<file path="src/core/gas_params.svh">
// Constants of the generator alarm supervisor: offsets, reset values, timing.
// Assumes a 250 MHz clock; measurements arrive already scaled to the units below.
`ifndef GAS_PARAMS_SVH
`define GAS_PARAMS_SVH

`define GAS_ACT_DISABLED 3'h1
`define GAS_ACT_WARNING  3'h2
`define GAS_ACT_AUDIBLE  3'h4
`define GAS_ACT_SOFT     3'h5
`define GAS_ACT_HARD     3'h6

`define GAS_OFF_CTRL     12'h000
`define GAS_OFF_ACT0     12'h004
`define GAS_OFF_ACT1     12'h008
`define GAS_OFF_SUPPLY   12'h00C
`define GAS_OFF_GENV_HI  12'h010
`define GAS_OFF_GENV_LO  12'h014
`define GAS_OFF_NSEQ     12'h018
`define GAS_OFF_DELAYS   12'h01C
`define GAS_OFF_STATUS   12'h020
`define GAS_OFF_EVENT    12'h024

`define GAS_RST_CTRL     32'h00000000
`define GAS_RST_ACT0     24'hDA25A4
`define GAS_RST_ACT1     9'h149
`define GAS_RST_SUPPLY   32'h00B40118
`define GAS_RST_GENV_HI  32'h02260258
`define GAS_RST_GENV_LO  32'h0190012C
`define GAS_RST_NSEQ     7'h32
`define GAS_RST_DELAYS   32'h00320064

`define GAS_TICK_MS      100
`define GAS_CLK_KHZ      250000
`define GAS_SUPPLY_TICKS 11'h00A
`define GAS_ARM_TICKS    11'h032
`define GAS_TRIM_TICKS   11'h064
`define GAS_FREQ_ERR     16'h0064

`endif

</file>
<file path="src/core/gas_pkg.sv">
// Types of the generator alarm supervisor.
// Assumes gas_params.svh supplies all numeric constants.
package gas_pkg;
    typedef logic [2:0] gas_action_t;
    typedef struct packed {
        logic [15:0] supply_dv;
        logic [15:0] gen_freq_chz;
        logic [15:0] speed_freq_chz;
        logic [6:0]  neg_seq_pct;
        logic [15:0] phase_a_v;
        logic [15:0] phase_b_v;
        logic [15:0] phase_c_v;
    } gas_meas_t;
    typedef struct packed {
        logic starter_on;
        logic at_rated_speed;
        logic sync_enabled;
        logic breaker_closed;
        logic speed_bias_at_limit;
        logic volt_bias_at_max_v;
        logic volt_bias_at_min_v;
        logic volt_bias_at_var;
        logic measure_board_fault;
    } gas_stat_t;
endpackage

</file>
<file path="src/core/gas_alarm_supervisor.sv">
// Alarm supervisor: level compare, enables, qualification timers, APB registers.
// Assumes measurements and status are synchronous to clock and already scaled.
//
// Our own choices: register access over APB and the register addresses.
`timescale 1ns/1ps
`include "gas_params.svh"
module gas_alarm_supervisor #(
    parameter int unsigned TICK_CYCLES = `GAS_TICK_MS * `GAS_CLK_KHZ
) (
    input  wire logic                 clock,
    input  wire logic                 nrst,
    input  wire logic                 ce,
    input  wire logic                 psel,
    input  wire logic                 penable,
    input  wire logic                 pwrite,
    input  wire logic [11:0]          paddr,
    input  wire logic [31:0]          pwdata,
    output logic      [31:0]          prdata,
    output logic                      pready,
    output logic                      pslverr,
    input  wire gas_pkg::gas_meas_t   meas,
    input  wire gas_pkg::gas_stat_t   stat,
    output logic      [10:0]          trip,
    output logic      [10:0]          event_pulse,
    output gas_pkg::gas_action_t [10:0] alarm_action
);
    localparam int N = 11;

    logic [31:0]          ctrl_q;
    logic [32:0]          act_q;
    logic [31:0]          supply_q;
    logic [31:0]          genv_hi_q;
    logic [31:0]          genv_lo_q;
    logic [6:0]           nseq_q;
    logic [31:0]          delays_q;
    logic [10:0]          event_sticky_q;
    logic [31:0]          prdata_q;
    logic                 pready_q;
    logic                 pslverr_q;
    logic [24:0]          tick_cnt_q;
    logic                 tick_q;
    logic [10:0]          arm_cnt_q;
    logic [10:0]          trip_q;
    logic [10:0]          event_q;
    gas_pkg::gas_action_t [10:0] action_q;
    logic [10:0]          cnt_q [N];
    logic [10:0]          cond;
    logic [10:0]          dly [N];
    logic [10:0]          hit;
    logic [15:0]          v_max;
    logic [15:0]          v_min;
    logic [15:0]          v_low;
    logic [15:0]          freq_err;
    logic                 armed;
    logic                 wr_en;
    logic                 rd_en;

    // APB: one wait state, answer registered
    assign wr_en = ce && psel && penable && pready_q && pwrite;
    assign rd_en = ce && psel && penable && !pready_q;

    always_ff @(posedge clock or negedge nrst)
    begin
        if (!nrst)
        begin
            pready_q  <= 1'b0;
            prdata_q  <= 32'h00000000;
            pslverr_q <= 1'b0;
        end
        else if (ce)
        begin
            pready_q  <= psel && penable && !pready_q;
            pslverr_q <= 1'b0;
            if (rd_en)
            begin
                prdata_q <= 32'h00000000;
                if (paddr == `GAS_OFF_CTRL)
                    prdata_q <= ctrl_q;
                else if (paddr == `GAS_OFF_ACT0)
                    prdata_q <= {8'h00, act_q[23:0]};
                else if (paddr == `GAS_OFF_ACT1)
                    prdata_q <= {23'h000000, act_q[32:24]};
                else if (paddr == `GAS_OFF_SUPPLY)
                    prdata_q <= supply_q;
                else if (paddr == `GAS_OFF_GENV_HI)
                    prdata_q <= genv_hi_q;
                else if (paddr == `GAS_OFF_GENV_LO)
                    prdata_q <= genv_lo_q;
                else if (paddr == `GAS_OFF_NSEQ)
                    prdata_q <= {25'h0000000, nseq_q};
                else if (paddr == `GAS_OFF_DELAYS)
                    prdata_q <= delays_q;
                else if (paddr == `GAS_OFF_STATUS)
                    prdata_q <= {21'h000000, trip_q};
                else if (paddr == `GAS_OFF_EVENT)
                    prdata_q <= {21'h000000, event_sticky_q};
                else
                    pslverr_q <= 1'b1;
            end
        end
    end

    // Configuration; implemented bits are stored as written, range limits are software's job
    always_ff @(posedge clock or negedge nrst)
    begin
        if (!nrst)
        begin
            ctrl_q    <= `GAS_RST_CTRL;
            act_q     <= {`GAS_RST_ACT1, `GAS_RST_ACT0};
            supply_q  <= `GAS_RST_SUPPLY;
            genv_hi_q <= `GAS_RST_GENV_HI;
            genv_lo_q <= `GAS_RST_GENV_LO;
            nseq_q    <= `GAS_RST_NSEQ;
            delays_q  <= `GAS_RST_DELAYS;
        end
        else if (wr_en)
        begin
            if (paddr == `GAS_OFF_CTRL)
                ctrl_q <= {31'h00000000, pwdata[0]};
            else if (paddr == `GAS_OFF_ACT0)
                act_q[23:0] <= pwdata[23:0];
            else if (paddr == `GAS_OFF_ACT1)
                act_q[32:24] <= pwdata[8:0];
            else if (paddr == `GAS_OFF_SUPPLY)
                supply_q <= pwdata;
            else if (paddr == `GAS_OFF_GENV_HI)
                genv_hi_q <= pwdata;
            else if (paddr == `GAS_OFF_GENV_LO)
                genv_lo_q <= pwdata;
            else if (paddr == `GAS_OFF_NSEQ)
                nseq_q <= pwdata[6:0];
            else if (paddr == `GAS_OFF_DELAYS)
                delays_q <= {5'h00, pwdata[26:16], 5'h00, pwdata[10:0]};
        end
    end

    // 0.1 s time base; shared, so each delay is exact to within one tick
    always_ff @(posedge clock or negedge nrst)
    begin
        if (!nrst)
        begin
            tick_cnt_q <= 25'h0000000;
            tick_q     <= 1'b0;
        end
        else if (ce)
        begin
            tick_q <= (tick_cnt_q == 25'(TICK_CYCLES - 1));
            if (tick_cnt_q == 25'(TICK_CYCLES - 1))
                tick_cnt_q <= 25'h0000000;
            else
                tick_cnt_q <= tick_cnt_q + 25'h0000001;
        end
    end

    // Rated-speed arming timer
    always_ff @(posedge clock or negedge nrst)
    begin
        if (!nrst)
            arm_cnt_q <= 11'h000;
        else if (ce)
        begin
            if (!stat.at_rated_speed)
                arm_cnt_q <= 11'h000;
            else if (tick_q && arm_cnt_q < `GAS_ARM_TICKS)
                arm_cnt_q <= arm_cnt_q + 11'h001;
        end
    end
    assign armed = (arm_cnt_q >= `GAS_ARM_TICKS);

    // Voltage selection and frequency error
    always_comb
    begin
        v_max = meas.phase_a_v;
        v_min = meas.phase_a_v;
        if (meas.phase_b_v > v_max)
            v_max = meas.phase_b_v;
        if (meas.phase_c_v > v_max)
            v_max = meas.phase_c_v;
        if (meas.phase_b_v < v_min)
            v_min = meas.phase_b_v;
        if (meas.phase_c_v < v_min)
            v_min = meas.phase_c_v;
        v_low = ctrl_q[0] ? meas.phase_a_v : v_min;
        if (meas.gen_freq_chz > meas.speed_freq_chz)
            freq_err = meas.gen_freq_chz - meas.speed_freq_chz;
        else
            freq_err = meas.speed_freq_chz - meas.gen_freq_chz;
    end

    // Enabled violation per alarm
    always_comb
    begin
        cond[0]  = !stat.starter_on && meas.supply_dv > supply_q[15:0];
        cond[1]  = !stat.starter_on && meas.supply_dv < supply_q[31:16];
        cond[2]  = armed && freq_err > `GAS_FREQ_ERR;
        cond[3]  = stat.speed_bias_at_limit;
        cond[4]  = stat.volt_bias_at_max_v || stat.volt_bias_at_min_v || stat.volt_bias_at_var;
        cond[5]  = stat.measure_board_fault;
        cond[6]  = stat.sync_enabled && meas.neg_seq_pct > nseq_q;
        cond[7]  = v_max > genv_hi_q[15:0];
        cond[8]  = v_max > genv_hi_q[31:16];
        cond[9]  = stat.breaker_closed && v_low < genv_lo_q[31:16];
        cond[10] = stat.breaker_closed && v_low < genv_lo_q[15:0];
        dly[0]   = `GAS_SUPPLY_TICKS;
        dly[1]   = `GAS_SUPPLY_TICKS;
        dly[2]   = 11'h000;
        dly[3]   = `GAS_TRIM_TICKS;
        dly[4]   = `GAS_TRIM_TICKS;
        dly[5]   = 11'h000;
        dly[6]   = 11'h000;
        dly[7]   = delays_q[10:0];
        dly[8]   = delays_q[26:16];
        dly[9]   = delays_q[26:16];
        dly[10]  = delays_q[10:0];
    end

    // Qualification timers and trip outputs
    for (genvar i = 0; i < N; i++)
    begin : g_alarm
        assign hit[i] = cond[i] && cnt_q[i] >= dly[i];
        always_ff @(posedge clock or negedge nrst)
        begin
            if (!nrst)
                cnt_q[i] <= 11'h000;
            else if (ce)
            begin
                if (!cond[i])
                    cnt_q[i] <= 11'h000;
                else if (tick_q && cnt_q[i] < dly[i])
                    cnt_q[i] <= cnt_q[i] + 11'h001;
            end
        end
        always_ff @(posedge clock or negedge nrst)
        begin
            if (!nrst)
            begin
                trip_q[i]   <= 1'b0;
                event_q[i]  <= 1'b0;
                action_q[i] <= 3'h0;
            end
            else if (ce)
            begin
                trip_q[i]   <= hit[i] && act_q[3*i +: 3] != `GAS_ACT_DISABLED;
                event_q[i]  <= hit[i] && act_q[3*i +: 3] != `GAS_ACT_DISABLED && !trip_q[i];
                action_q[i] <= (hit[i] && act_q[3*i +: 3] != `GAS_ACT_DISABLED) ? act_q[3*i +: 3] : 3'h0;
            end
        end
    end

    // Sticky event flags, write one to clear; a new event beats the clear
    always_ff @(posedge clock or negedge nrst)
    begin
        if (!nrst)
            event_sticky_q <= 11'h000;
        else if (ce)
        begin
            if (wr_en && paddr == `GAS_OFF_EVENT)
                event_sticky_q <= (event_sticky_q & ~pwdata[10:0]) | event_q;
            else
                event_sticky_q <= event_sticky_q | event_q;
        end
    end

    assign prdata       = prdata_q;
    assign pready       = pready_q;
    assign pslverr      = pslverr_q;
    assign trip         = trip_q;
    assign event_pulse  = event_q;
    assign alarm_action = action_q;

    property p_starter_blocks;
        @(posedge clock) disable iff (!nrst)
        ce && stat.starter_on |=> !trip_q[0] && !trip_q[1];
    endproperty
    a_starter_blocks: assert property (p_starter_blocks) else $error("supply alarm during crank");

    property p_arm_drop;
        @(posedge clock) disable iff (!nrst)
        ce && !stat.at_rated_speed |=> !armed ##1 (!ce || !trip_q[2]) || stat.at_rated_speed;
    endproperty
    a_arm_drop: assert property (p_arm_drop) else $error("mismatch trip while not armed");

    property p_sync_gate;
        @(posedge clock) disable iff (!nrst)
        ce && !stat.sync_enabled |=> !trip_q[6];
    endproperty
    a_sync_gate: assert property (p_sync_gate) else $error("rotation trip without synchronizer");

    property p_breaker_gate;
        @(posedge clock) disable iff (!nrst)
        ce && !stat.breaker_closed |=> !trip_q[9] && !trip_q[10];
    endproperty
    a_breaker_gate: assert property (p_breaker_gate) else $error("undervoltage trip with breaker open");

    property p_board_fault;
        @(posedge clock) disable iff (!nrst)
        ce && stat.measure_board_fault && act_q[17:15] != `GAS_ACT_DISABLED |=> trip_q[5];
    endproperty
    a_board_fault: assert property (p_board_fault) else $error("board fault not tripped");

    property p_restart;
        @(posedge clock) disable iff (!nrst)
        ce && !cond[7] |=> cnt_q[7] == 11'h000;
    endproperty
    a_restart: assert property (p_restart) else $error("timer not restarted");

    property p_ov_qualified;
        @(posedge clock) disable iff (!nrst)
        $rose(trip_q[7]) |-> $past(cnt_q[7]) >= $past(delays_q[10:0]);
    endproperty
    a_ov_qualified: assert property (p_ov_qualified) else $error("overvoltage trip before delay");

    property p_action_shown;
        @(posedge clock) disable iff (!nrst)
        trip_q[7] |-> alarm_action[7] == $past(act_q[23:21]) && alarm_action[7] != `GAS_ACT_DISABLED;
    endproperty
    a_action_shown: assert property (p_action_shown) else $error("wrong action code on trip");

    property p_event_rise;
        @(posedge clock) disable iff (!nrst)
        $rose(trip_q[7]) |-> event_q[7] ##1 (!ce || !event_q[7]);
    endproperty
    a_event_rise: assert property (p_event_rise) else $error("event flag not one pulse");

    property p_sticky_set;
        @(posedge clock) disable iff (!nrst)
        ce && event_q[5] |=> event_sticky_q[5];
    endproperty
    a_sticky_set: assert property (p_sticky_set) else $error("event not latched");

    property p_disabled_quiet;
        @(posedge clock) disable iff (!nrst)
        ce && act_q[17:15] == `GAS_ACT_DISABLED |=> !trip_q[5] && !event_q[5] && alarm_action[5] == 3'h0;
    endproperty
    a_disabled_quiet: assert property (p_disabled_quiet) else $error("disabled alarm tripped");

    property p_trim_qualified;
        @(posedge clock) disable iff (!nrst)
        $rose(trip_q[3]) |-> $past(cnt_q[3]) >= `GAS_TRIM_TICKS;
    endproperty
    a_trim_qualified: assert property (p_trim_qualified) else $error("speed trim trip before delay");

    c_supply_trip: cover property (@(posedge clock) disable iff (!nrst) $rose(trip_q[0]));
    c_mismatch_trip: cover property (@(posedge clock) disable iff (!nrst) $rose(trip_q[2]));
    c_uv_trip: cover property (@(posedge clock) disable iff (!nrst) $rose(trip_q[10]));
    c_trim_trip: cover property (@(posedge clock) disable iff (!nrst) $rose(trip_q[3]));
    c_event_clear: cover property (@(posedge clock) disable iff (!nrst)
        wr_en && paddr == `GAS_OFF_EVENT && |event_sticky_q);
endmodule

</file>
<file path="config.mk">
export PLATFORM = sky130hd
export DESIGN_NAME = gas_alarm_supervisor
export DESIGN_NICKNAME = d
export VERILOG_FILES = /design/src/core/gas_pkg.sv /design/src/core/gas_alarm_supervisor.sv
export VERILOG_INCLUDE_DIRS = /design/src /design/src/core
export SDC_FILE = /design/constraint.sdc
export NUM_CORES = 1
export LEC_CHECK = 0
export BUFFER_PORTS_ARGS = -buffer_cell sky130_fd_sc_hd__clkbuf_2
export CAP_MARGIN = 20
export CORE_ASPECT_RATIO = 1.1
export CORE_MARGIN = 2
export CORE_UTILIZATION = 55
export DETAILED_ROUTE_END_ITERATION = 10
export PLACE_DENSITY_LB_ADDON = 0.05
export SLEW_MARGIN = 25
export SYNTH_ARGS = -nofsm -noshare
export SYNTH_HDL_FRONTEND = slang
export SYNTH_SLANG_ARGS = --single-unit
</file>
<file path="constraint.sdc">
create_clock -name clock -period 4 [get_ports clock]
set_clock_uncertainty 0.05 [all_clocks]
set_input_delay 0.2 -clock clock [delete_from_list [all_inputs] [get_ports clock]]
set_output_delay 0.2 -clock clock [all_outputs]
set_load 0.01 [all_outputs]
</file>
* Yosys cells after proc, flatten, opt, wreduce, memory -nomap -nowiden
Cells that the tools add are included.
Word-level totals: register bits 417, input port bits 162, output and inout bits 89, logic and storage cells 315
Cells by class: $add $sub $neg 15, order comparisons 37, eq/ne operators 33, mux-type cells 64, bitwise logic cells 11, reduce and logical (&&, ||, !) cells 96
Operators by type and width (count):
- $mux 11 | 27
- $mux 32 | 6
- $add 11x1->11 const B | 12
- $gt 16x16->1 | 6
- $mux 16 | 6
- $lt 16x16->1 | 5
- $logic_and 1x1->1 | 59
- $mux 27 | 2
- $eq 12x5->1 const B | 4
- $ge 11x11->1 | 4
- $lt 11x11->1 | 4
- $ge 11x1->1 const B | 3
- $lt 11x1->1 const B | 3
- $mux 3 | 11
- $ne 3x1->1 const B | 11
- $sub 16x16->16 | 2
- $reduce_and 2->1 | 14
- $add 25x1->25 const B | 1
- $eq 25x25->1 const B | 1
- $mux 25 | 1
- $eq 12x4->1 const B | 2
- $eq 12x6->1 const B | 2
- $ne 2x1->1 const B | 12
- $ge 11x4->1 const B | 2
- other kinds (23) | 56

* Depth between registers and ports, before layout
word-level depth 12, mapped depth 33, mapped depth without buffers 30

* Least setup slack after synthesis
No wires, ideal clock.
path type input to register, start input port meas[33] (netlist name), end register cnt_q[11] (netlist name), library setup time 0.082 ns, arrival time 6.096 ns, data required time 3.868 ns, slack -2.229 ns, stages 32, path buffers 3, cell sequence inv_1 -> ha_1 -> nor2b_1 -> o21a_1 -> o21a_1 -> o21a_1 -> nor3_4 -> buf_2 -> mux2i_1 -> ha_1 -> a21o_1 -> a21o_1 -> a21oi_1 -> o21ai_1 -> a211o_1 -> o41ai_2 -> clkbuf_1 -> nor2_1 -> a21oi_1 -> o21ai_0 -> ha_1 -> a21o_1 -> a21o_1 -> a21oi_1 -> o21ai_0 -> a31oi_1 -> nand2_1 -> a211o_1 -> nand2_1 -> clkbuf_1 -> a21oi_1 -> mux2i_1
On the way: word-level cells in the longest chain between the ends 9, elaborated cells between the ends (all ways) 10, those cells by class order compare (3); eq/ne (1); mux (4); reduce/logical (2)
Ends and longest elaborated chain:
- start, declared | line gas_alarm_supervisor.sv:21 | input wire gas_pkg::gas_meas_t meas,
- $lt 16x16->1 | line gas_alarm_supervisor.sv:179 | if (meas.phase_b_v < v_min)
- $mux 16 | line gas_alarm_supervisor.sv:179
- $lt 16x16->1 | line gas_alarm_supervisor.sv:181 | if (meas.phase_c_v < v_min)
- $mux 16 | line gas_alarm_supervisor.sv:181
- $mux 16 (*) | line gas_alarm_supervisor.sv:183 | v_low = ctrl_q[0] ? meas.phase_a_v : v_min;
- $lt 16x16->1 (*) | line gas_alarm_supervisor.sv:202 | cond[9] = stat.breaker_closed && v_low < genv_lo_q[31:16];
- $logic_and 1x1->1 (*) | line gas_alarm_supervisor.sv:202
- $ne 2x1->1 (no line)
- $reduce_and 2->1 (no line)
- end signal, assigned by index | line gas_alarm_supervisor.sv:230 | cnt_q[i] <= cnt_q[i] + 11'h001;
- end, declared | line gas_alarm_supervisor.sv:46 | logic [10:0] cnt_q [N];
Mark *: on every way between the ends. The rest lies on a longest branch, timed or not. A chain may end at the register's enable or synchronous reset.

* Final worst setup path
start input port meas[33] (netlist name), end register cnt_q[19] (netlist name)
Same word-level chain as after synthesis.

==> metrics.cfg <==
[critical_path]
cp-start-kind=primary input
critPathKind=in -> reg
reg2reg_to=cnt_q[19]$_DFFE_PN0P_
reg2reg_from=ctrl_q[0]$_DFFE_PN0P_
crit_arrival_ns=6.05
cp.depth=33
cp-endpoint=cnt_q[19]$_DFFE_PN0P_
crit_start=meas[33]
critPathMostFrequentCell=a21o_1
required_ns=4.40
reg2reg_depth=14
critPathMaxFanout=5
cp_top_family=compound AO/OA/AOI/OAI gates
crit_path_max_incr_delay_ns=0.41
crit_path_end_kind=flop
path_buf_inv=6
slowest_stage=o41ai_4
rrSetupSlack_ns=0.49

[finish]
stdcell_count=3666
drive_gt1_share_pct=31.7
synthToLayoutAreaGrowth_pct=29.2
nets=3457

[run_status]
status=finished, violations left
violations=negative setup slack

[clock_network]
max-clock-path-buffers=3
path_clk_slew_ns=0.06
cts_htree_levels=2
cts-buffers-inserted=41
cts_tree=yes
cts.sinks=384
root_buffer=clkbuf_16
worstSkewPairLatency_ns=0.55

[global_route]
use_met2_pct=56.5
first_global_vias=21800
busiest_layer=met2
grt_max_degree=97
grt.met3_usage_pct=4.22
antenna_found_initial=0
met1_usage_pct=45.3
grt_usage_pct=33.9
grt_overflow=0
grt_pass1_wl_um=120000

[die]
core_area_um2=43200
die_x_um=203
num_rows=80
design.die.area_um2=45400
die_h_um=223
ios=251
initial_core_util_pct=55.6

[sta]
worst_pin_slew_ns=1.05
slew_violations=0
grt_setup_unrepaired=true
max_freq_mhz=177
maxSlewHeadroom_pct=29.8
hold_slack_ns=0.0241
finalCriticalPeriod_ns=5.65
setup_viol=64
fin_crit_sh_pct=141
postLayoutSetupSlackWorst_ns=-1.65
hold_viol=0

[yosys]
yosys.area.top_type_share_pct=35.2
synth_edf_count=0
synthTopCellsByArea=dfrtp_1, ha_1, mux2_2
ys_seq_area_share_pct=40.2
ys_seq_elements=384
syn-num-nets=2932
synth_cell_types=82
async_flop_share_pct=100
synthMuxAreaShare_pct=7.03
synth_xor_area_share_pct=2.41
synthFlopType=dfrtp_1
synth_warnings=0
synth-simple-area-share_pct=13.5
synth_area_leader_cell=dfrtp_1
synth_cells=2533
synth_top_family_by_area=compound AO/OA/AOI/OAI gates
netlist_area_um2=24000
synth-compound-area-share_pct=19.2
synth_commonest_cells=dfrtp_1, ha_1, inv_1
yosysMostFrequentCell=dfrtp_1
avgSynthCellArea_um2=9.49
synthAdderAreaFrac_pct=12.4

[routing]
finalWirelength_um=79000
routedWlPerCell_um=21.6
post-route-drc-count=0
drtIter0Drc=1633
drt_pass1_iterations=8
ant_nets=0
vias=22100
viasPerCell=6.02

[job]
drv_cap=0

[power]
p_leak_nw=15.0
power_switching_mw=3.14
p_seq_share_pct=37.3
p_clk_share_pct=36.6
pwr-share-comb_pct=26.2
power.internal_mw=7.66
pwr_density_cell_nw_per_um2=348
p_total_mw=10.8
switching_share_pct=29.0
peakVddDrop_v=0.000411

[placed_design]
placed_cells=3495
dp_slack_ns=-2.35
portBuffers=250
place.gp.congestion=0.938
dp_hpwl_um=58900

[min_path]
hp-start=stat[6]
hold_path.class=in -> reg

==> routing by layer <==
metal	part of all wire, %	vias up	wire length (µm)
met4	4.2	0	3350
li1	-	10200	-
met1	42	10900	32900
met2	48	823	37900
met5	0	-	0
met3	6.3	166	4940
==> cell families (layout without fill, tap and decap cells) <==
logic type,count (synthesis),after routing
flops,384,384
compound gates,690,690
other cells,0,1
fa+ha+maj,237,237
buf+inv,328,884
simple gates,675,677
xor+xnor,66,66
mux,153,153
==> power by group through the flow <==
stage | combinational (mW) | clock, mW | sequential [mW]
2_1_floorplan | 1.13 | 0 | 4.07
3_3_place_gp | 2.06 | 0 | 4.09
3_5_place_dp | 2.12 | 0 | 4.09
4_1_cts | 2.35 | 3.98 | 4.02
5_1_grt | 3.05 | 4.14 | 4.03
6_report | 2.83 | 3.95 | 4.03
==> what timing repair did <==
item,CTS,global route
hold buffers,31,0
pin swaps,57,78
buffers inserted,28,34
hold endpoints to repair,171,0
cloned,4,4
setup endpoints to repair,64,64
resized for setup,98,177
==> cells in the final DEF, fill, tap and decap left out, types with 23 or more instances in the layout <==
cell / Yosys / layout
nand2_1: 224 / 212
xnor2_1: 26 / 26
nor2_1: 177 / 147
a21oi_1: 129 / 91
inv_1: 235 / 229
nand4_1: 57 / 57
o21ai_1: 31 / 38
dlygate4sd3_1: 0 / 31
and2_1: 27 / 26
clkbuf_2: 1 / 247
xor2_1: 40 / 40
and3_1: 36 / 33
buf_4: 2 / 262
ha_4: 0 / 23
a221oi_1: 26 / 26
ha_1: 235 / 209
dfrtp_1: 338 / 338
o21a_1: 36 / 34
a21oi_2: 1 / 34
a22o_1: 40 / 40
a21o_1: 72 / 72
o21ai_0: 162 / 127
mux2_2: 122 / 122
nand3_1: 44 / 42
o21ai_2: 0 / 23
clkbuf_16: 0 / 46
dfstp_2: 46 / 46
==> worst min-delay path: stages <==
cell,delay (ns)
clkbuf_2,0.08
nand2_1,0.06
a2111oi_1,0.08
a21o_1,0.17
==> per-stage QoR <==
| step | utilization (%) | setup TNS (ns) | area, µm² |
|---|---|---|---|
| 5_1_grt | 71.8 | -112.17 | 31000 |
| 4_1_cts | 69.2 | -86.71 | 29900 |
| 6_report | 71.8 | -97.85 | 31100 |
| 3_3_place_gp | 63.7 | -130.77 | 27500 |
| 3_5_place_dp | 63.7 | -141.51 | 27600 |
| 2_1_floorplan | - | -105.38 | 24200 |
==> sequential cells by signal, summed over array words and instances, names as in the netlist <==
| name | cells |
|---|---|
| event_pulse | 11 |
| arm_cnt_q | 11 |
| pslverr | 1 |
| delays_q | 22 |
| genv_lo_q | 32 |
| prdata | 32 |
| trip | 11 |
| ctrl_q | 1 |
| alarm_action | 33 |
| tick_cnt_q | 25 |
| cnt_q | 88 |
| event_sticky_q | 11 |
| supply_q | 32 |
| act_q | 33 |
| nseq_q | 7 |
| genv_hi_q | 32 |
| pready | 1 |
| tick_q | 1 |
==> cell type report <==
cell class | count | area (µm²)
multi-input combinational | 1823 | 14400
fill | 3297 | 12200
sequential | 384 | 9670
timing repair buffer | 572 | 4000
clock buffer | 66 | 1250
inverter | 236 | 898
tap | 574 | 718
clock inverter | 10 | 159
antenna | 1 | 2.50
==> worst min-delay path by stage <==
stage                                  endpoint  slack (ns)  cells past startpoint
after global placement    cnt_q[24]$_DFFE_PN0P_        0.22                      1
after floorplan            act_q[0]$_DFFE_PN0P_       -0.15                      0
final                       trip[6]$_DFFE_PN0P_        0.02                      4
after detailed placement  cnt_q[25]$_DFFE_PN0P_        0.22                      1
after global routing      nseq_q[1]$_DFFE_PN1P_        0.02                      3
after CTS                 nseq_q[1]$_DFFE_PN1P_       0.006                      3
Note: power is estimated with default switching activity, not from simulation.
